===== src/ncs_defines.vh =====
`ifndef NCS_DEFINES_VH
`define NCS_DEFINES_VH

// ***********************************
// register byte offsets
// ***********************************
`define NCS_OFS_STATUS 8'h00
`define NCS_OFS_CODE 8'h04
`define NCS_OFS_DIVIDER 8'h08
`define NCS_OFS_PROT 8'h0C
`define NCS_OFS_ADDR 8'h10
`define NCS_OFS_DATA 8'h14

// ***********************************
// status bit positions
// ***********************************
`define NCS_BIT_CBE 7
`define NCS_BIT_CCF 6
`define NCS_BIT_PVIOL 5
`define NCS_BIT_ACCERR 4
`define NCS_BIT_BLANK 2

// ***********************************
// protection register fields
// ***********************************
`define NCS_BIT_PROT_EN 16
`define NCS_PROT_BASE_RST 16'hFFFF

// ***********************************
// command codes
// ***********************************
`define NCS_CMD_BLANK 8'h05
`define NCS_CMD_BYTE_PROG 8'h20
`define NCS_CMD_BURST_PROG 8'h25
`define NCS_CMD_SECT_ERASE 8'h40
`define NCS_CMD_MASS_ERASE 8'h41
`define NCS_CMD_ERASE_ABORT 8'h47

// ***********************************
// command sequence states
// ***********************************
`define NCS_SEQ_IDLE 2'h0
`define NCS_SEQ_DATA 2'h1
`define NCS_SEQ_CODE 2'h2

// ***********************************
// misc
// ***********************************
`define NCS_SEC_UNSECURED 2'h2
`define NCS_EEPROM_TOP 16'h17FF
`define NCS_RESP_OKAY 2'h0
`define NCS_RESP_SLVERR 2'h2

`endif


===== src/ncs_cmd_check.v =====
`timescale 1ns/1ns
`include "ncs_defines.vh"

// ***********************************
// command decode and protection check
// ***********************************
module ncs_cmd_check (
  // command under test
  input wire [7:0] code,
  input wire [15:0] addr,
  // protection setup
  input wire prot_en,
  input wire [15:0] prot_base,
  // decode results
  output reg legal,
  output reg burst,
  output reg alters,
  output reg prot_hit
);

  always @* begin
    legal = 1'b1;
    alters = 1'b0;
    case (code)
      `NCS_CMD_BLANK: alters = 1'b0;
      `NCS_CMD_BYTE_PROG: alters = 1'b1;
      `NCS_CMD_BURST_PROG: alters = 1'b1;
      `NCS_CMD_SECT_ERASE: alters = 1'b1;
      `NCS_CMD_MASS_ERASE: alters = 1'b1;
      `NCS_CMD_ERASE_ABORT: alters = 1'b0;
      default: legal = 1'b0;
    endcase
    burst = (code == `NCS_CMD_BURST_PROG);
    // mass erase touches every sector, so any protection refuses it
    prot_hit = legal && alters && prot_en &&
      ((code == `NCS_CMD_MASS_ERASE) || (addr >= prot_base));
  end

endmodule


===== src/ncs_nvm_command_status_unit.v =====
`timescale 1ns/1ns
`include "ncs_defines.vh"

// Summary of operation
// - writing one to bit 7 launches; cleared
// - only burst program and sector erase abort commands are buffered
// - complete set when idle, cleared at launch
// - writes to complete bit are ignored
// - protected program or erase discarded, flagged
// - protection flag cleared by writing one
// - broken command sequence flags access error
// - program or erase before divider write errors
// - stop during a command flags access error
// - access error cleared by writing one
// - blank set when blank check finds erased
// - blank cleared at valid launch, writes ignored
// - codes 0x05, 0x20, 0x25 decoded
// - codes 0x40, 0x41, 0x47; others error
// - flash blank check or key unsecures
// - protected area alteration refused, mass erase too

module ncs_nvm_command_status_unit #(
  parameter ADDR_W = 8
) (
  // clock and reset
  input wire sys_clk,
  input wire arst_n,
  // axi4-lite write address
  input wire [ADDR_W-1:0] s_awaddr,
  input wire s_awvalid,
  output reg s_awready,
  // axi4-lite write data
  input wire [31:0] s_wdata,
  input wire [3:0] s_wstrb,
  input wire s_wvalid,
  output reg s_wready,
  // axi4-lite write response
  output reg [1:0] s_bresp,
  output reg s_bvalid,
  input wire s_bready,
  // axi4-lite read
  input wire [ADDR_W-1:0] s_araddr,
  input wire s_arvalid,
  output reg s_arready,
  output reg [31:0] s_rdata,
  output reg [1:0] s_rresp,
  output reg s_rvalid,
  input wire s_rready,
  // memory array side
  output reg arr_start,
  output reg [7:0] arr_code,
  output reg [15:0] arr_addr,
  output reg [7:0] arr_data,
  input wire arr_ready,
  input wire arr_done,
  input wire arr_blank,
  // system
  input wire stop_mode,
  input wire [1:0] nv_security,
  input wire backdoor_ok,
  output reg [1:0] security_state
);

  // ***********************************
  // state
  // ***********************************
  reg aw_got_reg;
  reg w_got_reg;
  reg [ADDR_W-1:0] waddr_reg;
  reg [31:0] wdata_reg;
  reg [3:0] wstrb_reg;
  reg [1:0] seq_reg;
  reg cbe_reg;
  reg ccf_reg;
  reg pviol_reg;
  reg accerr_reg;
  reg blank_reg;
  reg exec_reg;
  reg [7:0] exec_code_reg;
  reg [15:0] exec_addr_reg;
  reg [7:0] code_reg;
  reg [15:0] addr_reg;
  reg [7:0] data_reg;
  reg [7:0] pend_code_reg;
  reg [15:0] pend_addr_reg;
  reg [7:0] pend_data_reg;
  reg [7:0] div_reg;
  reg div_written_reg;
  reg prot_en_reg;
  reg [15:0] prot_base_reg;
  reg stop_prev_reg;
  reg sec_loaded_reg;

  wire cmd_legal;
  wire cmd_burst;
  wire cmd_alters;
  wire cmd_prot_hit;

  ncs_cmd_check ncs_cmd_check_i (
    .code(code_reg),
    .addr(addr_reg),
    .prot_en(prot_en_reg),
    .prot_base(prot_base_reg),
    .legal(cmd_legal),
    .burst(cmd_burst),
    .alters(cmd_alters),
    .prot_hit(cmd_prot_hit)
  );

  // ***********************************
  // write decode
  // ***********************************
  wire wr_fire = aw_got_reg && w_got_reg && !s_bvalid;
  wire wr_lane0 = wr_fire && wstrb_reg[0];
  wire wr_lanes10 = wr_fire && (wstrb_reg[1:0] == 2'h3);
  wire wr_status = wr_lane0 && (waddr_reg == `NCS_OFS_STATUS);
  wire wr_code = wr_lane0 && (waddr_reg == `NCS_OFS_CODE);
  wire wr_div = wr_lane0 && (waddr_reg == `NCS_OFS_DIVIDER);
  wire wr_prot = wr_fire && (wstrb_reg[2:0] == 3'h7) && (waddr_reg == `NCS_OFS_PROT);
  wire wr_addr = wr_lanes10 && (waddr_reg == `NCS_OFS_ADDR);
  wire wr_data = wr_lane0 && (waddr_reg == `NCS_OFS_DATA);
  wire wr_mapped = (waddr_reg == `NCS_OFS_STATUS) || (waddr_reg == `NCS_OFS_CODE) ||
    (waddr_reg == `NCS_OFS_DIVIDER) || (waddr_reg == `NCS_OFS_PROT) ||
    (waddr_reg == `NCS_OFS_ADDR) || (waddr_reg == `NCS_OFS_DATA);

  wire launch_req = wr_status && wdata_reg[`NCS_BIT_CBE] && cbe_reg;
  // a busy array only takes a following burst, or an abort of a sector erase
  wire busy_ok = !exec_reg ||
    (cmd_burst && (exec_code_reg == `NCS_CMD_BURST_PROG)) ||
    ((code_reg == `NCS_CMD_ERASE_ABORT) && (exec_code_reg == `NCS_CMD_SECT_ERASE));
  wire launch_err = (seq_reg != `NCS_SEQ_CODE) || !cmd_legal || accerr_reg ||
    pviol_reg || !busy_ok || (cmd_alters && !div_written_reg);
  wire handoff = !cbe_reg && arr_ready && !arr_start;
  wire stop_edge = stop_mode && !stop_prev_reg;

  // ***********************************
  // status image
  // ***********************************
  wire [7:0] status_img = {cbe_reg, ccf_reg, pviol_reg, accerr_reg, 1'b0,
    blank_reg, 2'h0};

  reg [31:0] rd_mux;
  reg rd_ok;

  always @* begin
    rd_mux = 32'h0000_0000;
    rd_ok = 1'b1;
    case (s_araddr)
      `NCS_OFS_STATUS: rd_mux = {24'h00_0000, status_img};
      `NCS_OFS_CODE: rd_mux = {24'h00_0000, code_reg};
      `NCS_OFS_DIVIDER: rd_mux = {24'h00_0000, div_reg};
      `NCS_OFS_PROT: rd_mux = {15'h0000, prot_en_reg, prot_base_reg};
      `NCS_OFS_ADDR: rd_mux = {16'h0000, addr_reg};
      `NCS_OFS_DATA: rd_mux = {24'h00_0000, data_reg};
      default: rd_ok = 1'b0;
    endcase
  end

  // ***********************************
  // axi4-lite handshakes
  // ***********************************
  always @(posedge sys_clk or negedge arst_n) begin
    if (!arst_n) begin
      s_awready <= 1'b1;
      s_wready <= 1'b1;
      s_bvalid <= 1'b0;
      s_bresp <= `NCS_RESP_OKAY;
      aw_got_reg <= 1'b0;
      w_got_reg <= 1'b0;
      waddr_reg <= {ADDR_W{1'b0}};
      wdata_reg <= 32'h0000_0000;
      wstrb_reg <= 4'h0;
      s_arready <= 1'b1;
      s_rvalid <= 1'b0;
      s_rdata <= 32'h0000_0000;
      s_rresp <= `NCS_RESP_OKAY;
    end else begin
      if (s_awvalid && s_awready) begin
        s_awready <= 1'b0;
        aw_got_reg <= 1'b1;
        waddr_reg <= s_awaddr;
      end
      if (s_wvalid && s_wready) begin
        s_wready <= 1'b0;
        w_got_reg <= 1'b1;
        wdata_reg <= s_wdata;
        wstrb_reg <= s_wstrb;
      end
      if (wr_fire) begin
        aw_got_reg <= 1'b0;
        w_got_reg <= 1'b0;
        s_bvalid <= 1'b1;
        s_bresp <= wr_mapped ? `NCS_RESP_OKAY : `NCS_RESP_SLVERR;
      end
      if (s_bvalid && s_bready) begin
        s_bvalid <= 1'b0;
        s_awready <= 1'b1;
        s_wready <= 1'b1;
      end
      if (s_arvalid && s_arready) begin
        s_arready <= 1'b0;
        s_rvalid <= 1'b1;
        s_rdata <= rd_mux;
        s_rresp <= rd_ok ? `NCS_RESP_OKAY : `NCS_RESP_SLVERR;
      end
      if (s_rvalid && s_rready) begin
        s_rvalid <= 1'b0;
        s_arready <= 1'b1;
      end
    end
  end

  // ***********************************
  // command sequencing and flags
  // ***********************************
  always @(posedge sys_clk or negedge arst_n) begin
    if (!arst_n) begin
      seq_reg <= `NCS_SEQ_IDLE;
      cbe_reg <= 1'b1;
      ccf_reg <= 1'b1;
      pviol_reg <= 1'b0;
      accerr_reg <= 1'b0;
      blank_reg <= 1'b0;
      exec_reg <= 1'b0;
      exec_code_reg <= 8'h00;
      exec_addr_reg <= 16'h0000;
      code_reg <= 8'h00;
      addr_reg <= 16'h0000;
      data_reg <= 8'h00;
      pend_code_reg <= 8'h00;
      pend_addr_reg <= 16'h0000;
      pend_data_reg <= 8'h00;
      div_reg <= 8'h00;
      div_written_reg <= 1'b0;
      prot_en_reg <= 1'b0;
      prot_base_reg <= `NCS_PROT_BASE_RST;
      stop_prev_reg <= 1'b0;
      sec_loaded_reg <= 1'b0;
      security_state <= 2'h0;
      arr_start <= 1'b0;
      arr_code <= 8'h00;
      arr_addr <= 16'h0000;
      arr_data <= 8'h00;
    end else begin
      stop_prev_reg <= stop_mode;
      arr_start <= 1'b0;
      ccf_reg <= cbe_reg && !exec_reg && !arr_start;
      // flag clears first, hardware sets below win in the same cycle
      if (wr_status && wdata_reg[`NCS_BIT_PVIOL])
        pviol_reg <= 1'b0;
      if (wr_status && wdata_reg[`NCS_BIT_ACCERR])
        accerr_reg <= 1'b0;
      if (wr_div && !div_written_reg) begin
        div_reg <= wdata_reg[7:0];
        div_written_reg <= 1'b1;
      end
      // protected area may only grow
      if (wr_prot && wdata_reg[`NCS_BIT_PROT_EN] &&
          (!prot_en_reg || (wdata_reg[15:0] <= prot_base_reg))) begin
        prot_en_reg <= 1'b1;
        prot_base_reg <= wdata_reg[15:0];
      end
      if (wr_addr)
        addr_reg <= wdata_reg[15:0];
      if (wr_data) begin
        data_reg <= wdata_reg[7:0];
        if ((seq_reg != `NCS_SEQ_IDLE) || !cbe_reg) begin
          accerr_reg <= 1'b1;
          seq_reg <= `NCS_SEQ_IDLE;
        end else begin
          seq_reg <= `NCS_SEQ_DATA;
        end
      end
      if (wr_code) begin
        code_reg <= wdata_reg[7:0];
        if (seq_reg == `NCS_SEQ_DATA) begin
          seq_reg <= `NCS_SEQ_CODE;
        end else begin
          accerr_reg <= 1'b1;
          seq_reg <= `NCS_SEQ_IDLE;
        end
      end
      if (launch_req) begin
        seq_reg <= `NCS_SEQ_IDLE;
        if (launch_err) begin
          accerr_reg <= 1'b1;
        end else if (cmd_prot_hit) begin
          pviol_reg <= 1'b1;
        end else begin
          cbe_reg <= 1'b0;
          ccf_reg <= 1'b0;
          blank_reg <= 1'b0;
          pend_code_reg <= code_reg;
          pend_addr_reg <= addr_reg;
          pend_data_reg <= data_reg;
        end
      end
      if (stop_edge && (exec_reg || !cbe_reg))
        accerr_reg <= 1'b1;
      if (arr_done) begin
        exec_reg <= 1'b0;
        if ((exec_code_reg == `NCS_CMD_BLANK) && arr_blank) begin
          blank_reg <= 1'b1;
          if (exec_addr_reg > `NCS_EEPROM_TOP)
            security_state <= `NCS_SEC_UNSECURED;
        end
      end
      if (handoff) begin
        cbe_reg <= 1'b1;
        exec_reg <= 1'b1;
        exec_code_reg <= pend_code_reg;
        exec_addr_reg <= pend_addr_reg;
        arr_start <= 1'b1;
        arr_code <= pend_code_reg;
        arr_addr <= pend_addr_reg;
        arr_data <= pend_data_reg;
      end
      if (backdoor_ok)
        security_state <= `NCS_SEC_UNSECURED;
      if (!sec_loaded_reg) begin
        sec_loaded_reg <= 1'b1;
        security_state <= nv_security;
      end
    end
  end

endmodule


===== config.mk =====
export PLATFORM = sky130hd
export DESIGN_NAME = ncs_nvm_command_status_unit
export DESIGN_NICKNAME = d
export VERILOG_FILES = /design/src/ncs_cmd_check.v /design/src/ncs_nvm_command_status_unit.v
export VERILOG_INCLUDE_DIRS = /design/src
export SDC_FILE = /design/constraint.sdc
export NUM_CORES = 1
export LEC_CHECK = 0
export ABC_AREA = 1
export BUFFER_PORTS_ARGS = -buffer_cell sky130_fd_sc_hd__buf_2
export CORE_MARGIN = 2
export CORE_UTILIZATION = 45
export CTS_BUF_LIST = sky130_fd_sc_hd__clkbuf_4 sky130_fd_sc_hd__clkbuf_8
export DETAILED_ROUTE_END_ITERATION = 8
export GPL_TIMING_DRIVEN = 0
export PLACE_DENSITY_LB_ADDON = 0.15
export SLEW_MARGIN = 20
export SYNTH_ARGS = -nofsm -noshare
export SYNTH_HDL_FRONTEND = slang
export SYNTH_SLANG_ARGS = --single-unit

===== constraint.sdc =====
create_clock -name sys_clk -period 2.36 [get_ports sys_clk]
set_input_delay 0 -clock sys_clk [delete_from_list [all_inputs] [get_ports sys_clk]]
set_output_delay 0 -clock sys_clk [all_outputs]
set_load 0.03 [all_outputs]

# Yosys cells after proc, flatten, opt, wreduce, memory -nomap -nowiden
# Index checks and enable logic that the tools add are counted.
[op_classes]
order_cmp = 3
n_eq_ne = 28
muxes = 57
n_bitwise = 2
reduce_logical = 79
[op_table]
columns = ["op", "count"]
rows = [
  ["one-hot mux 17 bit (6 select lines)", 1],
  ["two-way mux 1 bit", 45],
  ["logical AND 1 bit", 36],
  ["== test 8 x 3 -> 1 bit (second input constant)", 4],
  ["== test 8 x 4 -> 1 bit (second input constant)", 4],
  ["== test 8 x 5 -> 1 bit (second input constant)", 4],
  ["== test 8 x 7 -> 1 bit (second input constant)", 4],
  ["== test 8 x 6 -> 1 bit (second input constant)", 3],
  ["two-way mux 2 bit", 11],
  ["nonzero test 2 bit", 9],
  [">= comparator 16 bit", 1],
  ["greater-than comparator 16 x 13 -> 1 bit (second input constant)", 1],
  ["less-or-equal comparator 16 bit", 1],
  ["zero test 8 bit", 2],
  ["logical OR 1 bit", 16],
  ["OR reduction 6 bit", 2],
  ["zero test 1 bit", 9],
  ["AND reduction 3 bit", 3],
  ["!= test 3 x 2 -> 1 bit (second input constant)", 2],
  ["!= test 2 x 1 -> 1 bit (second input constant)", 2],
  ["OR reduction 4 bit", 1],
  ["== test 3 bit (second input constant)", 1],
  ["!= test 3 bit (second input constant)", 1],
  ["nonzero test 3 bit", 1],
  ["4 further kinds", 5],
]
[totals]
ff_bits = 206
in_bits = 66
out_inout_bits = 76
wordCells = 206

# Depth between registers and ports, before layout
# Gate-level depths: netlist of the first run.
[logic_depth]
ltp_word = 13
mapped_depth = 16
mapped_depth_nobuf = 15

# Cells and area by module
# From an unflattened synthesis of the first run, not the netlist that was laid out.
[hier_totals]
hier_cells = 1097
area_unflattened_um2 = 9095.0
[by_module_without_submodules]
columns = ["mod", "instances", "cells_per_inst", "area_each_um2"]
rows = [
  ["ncs_nvm_command_status_unit", 1, 995, 8520.7],
  ["ncs_cmd_check", 1, 102, 574.3],
]

# Worst setup path before layout of the first run
# OpenSTA, ideal clock, no wires.
[synth_timing]
path_type = "register to register"
start = "register prot_base_reg[5]"
end = "register prot_base_reg[10]"
setup_ns = 0.076
arrival_time_ns = 1.874
path_slack_ns = 0.410
path_stages_with_launch = 14
n_path_buf = 1
path_cell_list = "dfstp_2 > inv_1 > ha_1 > a21oi_1 > nor2_1 > nor3_1 > nand2_1 > nand2_1 > nand2_1 > nand2_1 > nand2_1 > buf_2 > nand2_1 > nand2_1"
[synth_between]
elab_chain_cells = 3
[synth_rtl]
columns = ["item", "line", "source"]
rows = [
  ["from (decl)", "ncs_nvm_command_status_unit.v:90", "reg [15:0] prot_base_reg;"],
  ["from (signal assigned)", "ncs_nvm_command_status_unit.v:236", "prot_base_reg <= `NCS_PROT_BASE_RST;"],
  ["from (signal assigned)", "ncs_nvm_command_status_unit.v:261", "prot_base_reg <= wdata_reg[15:0];"],
  ["less-or-equal comparator 16 bit", "ncs_nvm_command_status_unit.v:259", "(!prot_en_reg || (wdata_reg[15:0] <= prot_base_reg))) begin"],
  ["logical OR 1 bit", "ncs_nvm_command_status_unit.v:259", ""],
  ["logical AND 1 bit", "ncs_nvm_command_status_unit.v:258", "if (wr_prot && wdata_reg[`NCS_BIT_PROT_EN] &&"],
]
# Every way passes these cells.
# A chain may end at the register's enable or synchronous reset.

# Worst setup path after layout of the first run
[layout_timing]
start = "register prot_base_reg[13]"
end = "register pend_addr_reg[4]"
[layout_between]
elab_chain_cells = 5
[layout_rtl]
columns = ["item", "line", "source"]
rows = [
  [">= comparator 16 bit", "ncs_cmd_check.v:36", "((code == `NCS_CMD_MASS_ERASE) || (addr >= prot_base));"],
  ["logical OR 1 bit", "ncs_cmd_check.v:36", ""],
  ["logical AND 1 bit", "ncs_cmd_check.v:35", "prot_hit = legal && alters && prot_en &&"],
  ["NOT 1 bit (no line)", "--", ""],
  ["AND reduction 3 bit (no line)", "--", ""],
  ["to (signal assigned)", "ncs_nvm_command_status_unit.v:294", "pend_addr_reg <= addr_reg;"],
  ["to (decl)", "ncs_nvm_command_status_unit.v:85", "reg [15:0] pend_addr_reg;"],
]
# Every way passes these cells.

==> qor_table.md, run 1 <==
| Quantity | Reported |
| --- | --- |
| Standard-cell rows | 51 |
| Total routed wirelength | 22800 um |
| Maximum VDD drop | 0.429 mV |
| Number of detailed-routing iterations run before antenna repair | 5 |
| Critical path peak fanout | 10 |
| Leakage component of the power | 5.79 nW |
| Endpoint kind of the worst setup timing path | flip-flop |
| Setup skew after layout | 14.4 ps |
| H-tree levels | 4 |
| Horiz. Die Dim | 145 um |
| Final min period | 2180 ps |
| Worst hold endpoint | s_rdata[7] |
| Flop-to-flop setup slack | 180 ps |
| Count of nets after finishing | 1377 |
| Maximum clock rate | 0.458 GHz |
| Leading cell type in the layout, fill and taps excluded | sky130_fd_sc_hd__nand2_1 |
| Number of cells on the worst reg-to-reg path | 13 |
| Total negative setup slack | 0 ps |
| Input/output buffers | 108 |
| Total die area | 21000 sq um |
| Global-route wire length before repair | 37400 um |
| Initial standard-cell utilization of the core | 45.9% |
| Unrepaired setup endpoints after global routing | false |
| Critical path data arrival time | 2550 ps |
| Cell type of the slowest stage on the worst timing path | sky130_fd_sc_hd__dfstp_2 |
| Rel. slew slack | 39.6% |
| Count of pins on the block boundary | 142 |
| FF+latch count, synth | 189 |
| Area share of the leading cell type in the synthesized netlist | 47.1% |
| Maximum single-stage delay on the critical path | 550 ps |
| Yosys Warn Count | 0 |
| Antenna violations before repair | 1 |
| Most area-consuming cells after synthesis | sky130_fd_sc_hd__dfrtp_1, sky130_fd_sc_hd__nand2_1, sky130_fd_sc_hd__dfstp_2, sky130_fd_sc_hd__o21ai_0, sky130_fd_sc_hd__ha_1 |
| CTS max path bufs | 2 |
| Detailed-route wire length per cell | 14.7 um |
| Total count of max-transition violations in the final report | 0 |
| Setup violators final | 0 |
| Commonest cells after routing, fill and taps aside | sky130_fd_sc_hd__nand2_1, sky130_fd_sc_hd__dfrtp_1, sky130_fd_sc_hd__buf_2 |
| Final HPWL from detailed placement | 17200 um |
| Core ar. | 19500 sq um |
| Clock Sink Count | 189 |
| Via Count | 7533 |
| Cell accounting for the most synthesized area | sky130_fd_sc_hd__dfrtp_1 |
| Crit share post-route | 92.5% |
| Final estimated routing congestion in global placement | 0.900 |
| Final-layout worst hold slack | 6.90 ps |
| Hold Path Depth | 4 |
| Clk_lat worst skew | 470 ps |
| Clock buffer count from CTS | 17 |
| Fraction of layout instances using a drive strength above 1 | 16.5% |
| Unique cell type count in the Yosys netlist | 35 |
| Iteration-0 DRC Markers | 404 |
| Vertical die dimension | 145 um |
| Area added between synthesis and finish | 21.9% |
| Data required time of the worst path | 2720 ps |
| Worst-path cell chain | inv_1 -> ha_1 -> a21oi_1 -> nor2_1 -> nor2_1 -> nand2_1 -> nor2_1 -> nand2_1 -> nand2_2 -> nand3_4 -> buf_6 -> nand2_1 -> nand2_1 |
| Syn Std Cell Area | 8930 sq um |
| Worst flop-to-flop path startpoint | prot_base_reg[13] |
| Vias in the first global route | 7304 |
| Mean number of vias per cell | 4.84 |
| Clock root buffer | sky130_fd_sc_hd__clkbuf_8 |
| Aggregate global routing overflow | 0 |
| Critical path's most frequent cell | sky130_fd_sc_hd__nand2_1 |
| Endpoint of the lowest-slack register-to-register path | pend_addr_reg[4] |
| Share of synthesized area occupied by flip-flops and latches | 53.2% |
| PD cells | 770 nW/um^2 |
| Outcome | finished clean |
| DR DRC count | 0 |
| Avg Inst Size Synth | 8.23 sq um |
| Number of hold violations in the final report | 0 |
| Maximum Capacitance Violations | 0 |
| Slew @ Worst Pin | 899 ps |
| Final ANT Viol Nets | 0 |
| TritonCTS clock tree | yes |
| Type of the worst setup path | reg2reg |
| Worst hold path type | in2reg |
| Clock transition at the register clock pins on the worst setup and hold paths after CTS | 100 ps |
| Element type at the critical path start | flip-flop |
| Origin of the worst min-delay path | s_araddr[2] |
| Maximum number of pins on one net before global-route repair | 79 |
| Tot GR Track Use | 22.4% |
| Post-Synthesis Cells | 1086 |
==> per-layer routing <==
layer / share of wire (%) / GRT usage [%]
met3: 4.1 / 3.33
met1: 47 / 30.8
met2: 47 / 36.6
met5: 0 / 0
met4: 2.3 / 7.28
==> what timing repair did <==
action,CTS,global route
setup buffers,0,2
hold endpoints to repair,214,0
gates resized for setup,2,7
hold buffers,47,0
setup endpoints to repair,13,40
==> where the power goes <==
group / switching (mW) / internal, mW / leakage (nW)
combinational: 1.18 / 0.658 / 3.07
clock: 1.23 / 1.24 / 0.231
sequential: 0.428 / 3.66 / 2.48
total: 2.84 / 5.55 / 5.79
==> worst max path at each step <==
stage / from / endpoint / depth (start not counted)
floorplan: prot_base_reg[5] / prot_base_reg[10] / 13
global placement: arst_n / wdata_reg[11] / 1
detailed placement: prot_base_reg[13] / pend_code_reg[5] / 12
CTS: prot_base_reg[15] / pend_addr_reg[9] / 11
global route: prot_base_reg[13] / pend_data_reg[4] / 13
finish: prot_base_reg[13] / pend_addr_reg[4] / 13
==> synthesized netlist by cell type (all sizes together) <==
library cell and instances:
nand2 410, dfrtp 168, inv 103, o21ai 86, nor2 65, nand3 45, nand4 36, ha 32
buf 31, a21oi 24, clkbuf 24, dfstp 21, nor3 18, o22ai 9, and3 3, a31oi 2
conb 2, nand3b 2, a21o 1, nor4 1, o2111ai 1, o211a 1, o31ai 1
==> worst max-delay path, delay by kind of cell, from the launching register on <==
family | cells | cell delay [ps]
AOI/OAI and AO/OA | 1 | 150
adders and majority gates | 1 | 300
buffers and inverters | 2 | 280
DFF | 1 | 550
and+or+nand+nor | 9 | 800
==> area by class of cell <==
| type | instances | area [sq um] |
|---|---|---|
| buffer | 54 | 310 |
| sequential | 189 | 4760 |
| antenna | 1 | 2.50 |
| timing repair buffer | 159 | 1090 |
| clock inverter | 13 | 201 |
| fill | 1867 | 8570 |
| inverter | 103 | 387 |
| tap | 265 | 332 |
| multi-input combinational | 755 | 3550 |
| clock buffer | 19 | 262 |
==> metrics by stage <==
stage | util (%) | instance area (sq um) | worst slack (ps) | total power, mW | instances
2_1_floorplan | - | 8990 | 410 | 5.21 | 1102
3_3_place_gp | 50.7 | 9870 | -1830 | 5.83 | 1475
3_5_place_dp | 51.0 | 9930 | 1.16 | 5.89 | 1477
4_1_cts | 55.8 | 10900 | 27.3 | 8.43 | 1556
5_1_grt | 56.0 | 10900 | 6.41 | 8.90 | 1558
6_report | 56.0 | 10900 | 177 | 8.39 | 1558
==> cells by family after synthesis <==
family                   count (synthesis)  synth area share [%]
other                                    2                0.0841
flip-flops                             189                  53.2
adder cells (fa/ha/maj)                 32                  4.48
AO/OA/AOI/OAI                          125                  7.31
AND/OR/NAND/NOR                        580                  27.1
buffers and inverters                  158                  7.81
Power figures use the tool's default switching activity.
==> run 2, diff against run 1 <==
--- a/config.mk
+++ b/config.mk
@@ -14,7 +14,9 @@
 export DETAILED_ROUTE_END_ITERATION = 8
 export GPL_TIMING_DRIVEN = 0
 export PLACE_DENSITY_LB_ADDON = 0.15
+export SKIP_CTS_REPAIR_TIMING = 1
 export SLEW_MARGIN = 20
 export SYNTH_ARGS = -nofsm -noshare
 export SYNTH_HDL_FRONTEND = slang
+export SYNTH_HIERARCHICAL = 1
 export SYNTH_SLANG_ARGS = --single-unit
==> run 2 against run 1 <==
Against the previous run:
- clock skew decreased by 3.0 ps
- clock power decreased by 5%
- register-to-register slack got worse by 70 ps
- core utilization decreased by 0.99 points
- sequential power decreased by 1%
- largest power group unchanged
==> qor_table.md, run 2 <==
| Quantity | Reported | Delta |
| --- | --- | --- |
| Outcome | finished clean |  |
| Synth Area in Simple Gates | 28.8% | +1.7 points |
| Count of antenna diodes in the layout | 0 | -1 |
| Standard-cell rows | 52 | +2.0% |
| Area added between synthesis and finish | 21.2% |  |
| Setup skew after layout | 11.4 ps | -3.04 ps |
| Initial standard-cell utilization of the core | 45.4% | -0.52 points |
| Unique cell type count in the Yosys netlist | 41 | +17% |
| Layout Cell Area excl Fill | 11000 sq um | +1.1% |
| Maximum VDD drop | 0.401 mV | -6.6% |
| Maximum clock rate | 0.445 GHz | -3.0% |
| Final estimated routing congestion in global placement | 0.888 | -1.3% |
| Maximum Capacitance Violations | 0 | unchanged |
| Area after DPL | 10100 sq um | +1.7% |
| Element type at the critical path start | flip-flop |  |
| Share of the synthesized netlist area taken by xor and xnor gates | 0% | unchanged |
| Most area-consuming cells after synthesis | sky130_fd_sc_hd__dfrtp_1, sky130_fd_sc_hd__nand2_1, sky130_fd_sc_hd__dfstp_2, sky130_fd_sc_hd__ha_1, sky130_fd_sc_hd__inv_1 |  |
| Antenna violations before repair | 0 | -1 |
| Critical path data arrival time | 2670 ps | +120 ps |
| Post-Place Worst Slack | 41.1 ps | +40.0 ps |
| Mean number of vias per cell | 4.75 | -1.7% |
| Multiplexer share of the synthesized area | 0.991% | +0.99 points |
| Origin of the worst setup path | prot_base_reg[3] |  |
| TritonCTS clock tree | yes |  |
| Synth Flop Type | sky130_fd_sc_hd__dfrtp_1 |  |
| Number of hold violations in the final report | 0 | unchanged |
| PD cells | 750 nW/um^2 | -2.7% |
| Final ANT Viol Nets | 0 | unchanged |
| Endpoint kind of the worst setup timing path | flip-flop |  |
| Leading cell type in the layout, fill and taps excluded | sky130_fd_sc_hd__nand2_1 |  |
| Top post-synthesis cells by count | sky130_fd_sc_hd__nand2_1, sky130_fd_sc_hd__dfrtp_1, sky130_fd_sc_hd__inv_1, sky130_fd_sc_hd__nand3_1, sky130_fd_sc_hd__o21ai_0 |  |
| Clk_lat worst skew | 480 ps | about the same |
| Vias in the first global route | 7041 | -3.6% |
| Commonest cells after routing, fill and taps aside | sky130_fd_sc_hd__nand2_1, sky130_fd_sc_hd__dfrtp_1, sky130_fd_sc_hd__buf_2 |  |
| Clock buffer count from CTS | 17 | unchanged |
| Global-route wire length before repair | 36300 um | -3.0% |
| Horiz. Die Dim | 146 um | +0.87% |
| Post-Synthesis Cells | 1097 | +1.0% |
| Critical path peak fanout | 10 | unchanged |
| FF+latch count, synth | 189 | unchanged |
| Clock transition at the register clock pins on the worst setup and hold paths after CTS | 100 ps | about the same |
| Number of enable flip-flop cells after synthesis | 0 | unchanged |
| Smallest setup slack after layout | 111 ps | -66.8 ps |
| Crit share post-route | 95.3% | +2.8 points |
| Adder and majority cell fraction of the synthesized area | 4.40% | -0.079 points |
| Area fraction in compound gates after synthesis | 5.63% | -1.7 points |
| Iteration-0 DRC Markers | 363 | -10% |
| Fraction of layout instances using a drive strength above 1 | 19.5% | +3.1 points |
| Count of pins on the block boundary | 142 | unchanged |
| Total die area | 21400 sq um | +1.7% |
| Unrepaired setup endpoints after global routing | false |  |
| Total negative setup slack | 0 ps | unchanged |
| Final HPWL from detailed placement | 16400 um | -4.8% |
| Setup violators final | 0 | unchanged |
| Clock Sink Count | 189 | unchanged |
| Via Count | 7461 | -0.96% |
| Detailed-route wire length per cell | 14.0 um | -4.2% |
| Worst hold path type | in2reg |  |
| Clock root buffer | sky130_fd_sc_hd__clkbuf_8 |  |
| Maximum number of pins on one net before global-route repair | 99 | +25% |
| Avg Inst Size Synth | 8.29 sq um | +0.77% |
| Final-layout worst hold slack | 20.2 ps | +13.3 ps |
| Slew @ Worst Pin | 560 ps | -340 ps |
| Count of nets after finishing | 1385 | +0.58% |
| Data required time of the worst path | 2780 ps | +60 ps |
| Share of synthesized area occupied by flip-flops and latches | 52.3% | -0.94 points |
| Dominant combinational cell family by area after synthesis | simple AND/OR/NAND/NOR gates |  |
| Type of the worst setup path | reg2reg |  |
| Cell with the most instances after synthesis | sky130_fd_sc_hd__nand2_1 |  |
| Origin of the worst min-delay path | s_araddr[3] |  |
| Post-route core utilization | 55.0% | -0.99 points |
| Total count of max-transition violations in the final report | 0 | unchanged |
| DR DRC count | 0 | unchanged |
| Syn Std Cell Area | 9090 sq um | +1.8% |
| CTS max path bufs | 2 | unchanged |
| Rel. slew slack | 62.5% | +23 points |
| Vertical die dimension | 146 um | +0.87% |
| Leakage component of the power | 5.83 nW | +0.68% |
| Cell accounting for the most synthesized area | sky130_fd_sc_hd__dfrtp_1 |  |
| H-tree levels | 4 | unchanged |
| Input/output buffers | 108 | unchanged |
| Number of detailed-routing iterations run before antenna repair | 5 | unchanged |
| Area share of the leading cell type in the synthesized netlist | 46.2% | -0.83 points |
| Yosys Warn Count | 6 | +6 |
| Tot GR Track Use | 21.4% | -0.99 points |
| Total routed wirelength | 22000 um | -3.5% |
| Final min period | 2250 ps | +66.8 ps |
| Aggregate global routing overflow | 0 | unchanged |
| Core ar. | 20000 sq um | +3.0% |
| Worst flop-to-flop path startpoint | prot_base_reg[3] |  |
| Fraction of synthesis flops using an asynchronous set or reset pin | 100% | unchanged |
run 2: cell types whose count changed in the layout (fill, tap and decap cells not counted), sizes merged, moves of 8 or more:
cell    before  now
o22ai        9    0
clkbuf      43   33
nand3       45   83
a21oi       24   13
nor2        65   53
mux2         0    8
nand2      410  444
o21ai       86   76
nand4       36   10
run 2: layer usage:
layer / vias up / wire (um) / global-route usage [%]
met1: 3465 / 10400 / 30.2
met3: 22 / 933 / 3.88
met4: 0 / 274 / 5.44
li1: 3805 / - / -
met2: 169 / 10400 / 34.5
met5: - / 0 / 0
run 2: worst paths after layout:
path                                          to  slack, ps  cells after the start
worst max-delay path            pend_code_reg[2]        110                     16
worst min-delay path                  s_rdata[3]         20                      6
worst max register to register  pend_code_reg[2]        110                     16
worst min register to register  exec_addr_reg[0]        470                      2
max in group asynchronous       prot_base_reg[3]       1390                      4
min in group asynchronous       exec_code_reg[3]        130                      3
run 2: cell type report:
type                    instances  area [sq um]
plain buffers                  48           303
clock buffers                  18           248
clock inverters                14           183
fillers                      1934          9020
inverters                     110           413
multi-input cells             765          3710
flip-flops and latches        189          4760
well taps                     270           338
repair buffers                156          1060
run 2: through the flow:
stage               cells  total power, mW
global route         1570             8.80
CTS                  1525             8.23
global placement     1491             5.82
floorplan            1113             5.24
detailed placement   1493             5.89
finish               1570             8.26
run 2: cell families after synthesis:
group | Yosys count
AND/OR/NAND/NOR | 611
flip-flops | 189
buffers and inverters | 159
AO/OA/AOI/OAI | 96
adder cells (fa/ha/maj) | 32
multiplexers | 8
other | 2
run 2: worst max-delay path: stages, from the launching register on:
cell and delay (ps):
sky130_fd_sc_hd__dfstp_2 550, sky130_fd_sc_hd__inv_1 40, sky130_fd_sc_hd__ha_1 290, sky130_fd_sc_hd__nand2_1 90, sky130_fd_sc_hd__nor2_2 120, sky130_fd_sc_hd__nor2_1 40, sky130_fd_sc_hd__nand2_1 70, sky130_fd_sc_hd__nand2_1 60
sky130_fd_sc_hd__nand2_1 60, sky130_fd_sc_hd__nand2_1 60, sky130_fd_sc_hd__a21oi_2 200, sky130_fd_sc_hd__inv_2 70, sky130_fd_sc_hd__nand4_4 120, sky130_fd_sc_hd__buf_8 150, sky130_fd_sc_hd__buf_6 150, sky130_fd_sc_hd__nand2_1 60
sky130_fd_sc_hd__nand2_1 60
run 2: where the power goes:
group          switching (mW)  internal, mW
Combinational            1.20         0.678
Clock                    1.23          1.10
Sequential              0.385          3.66
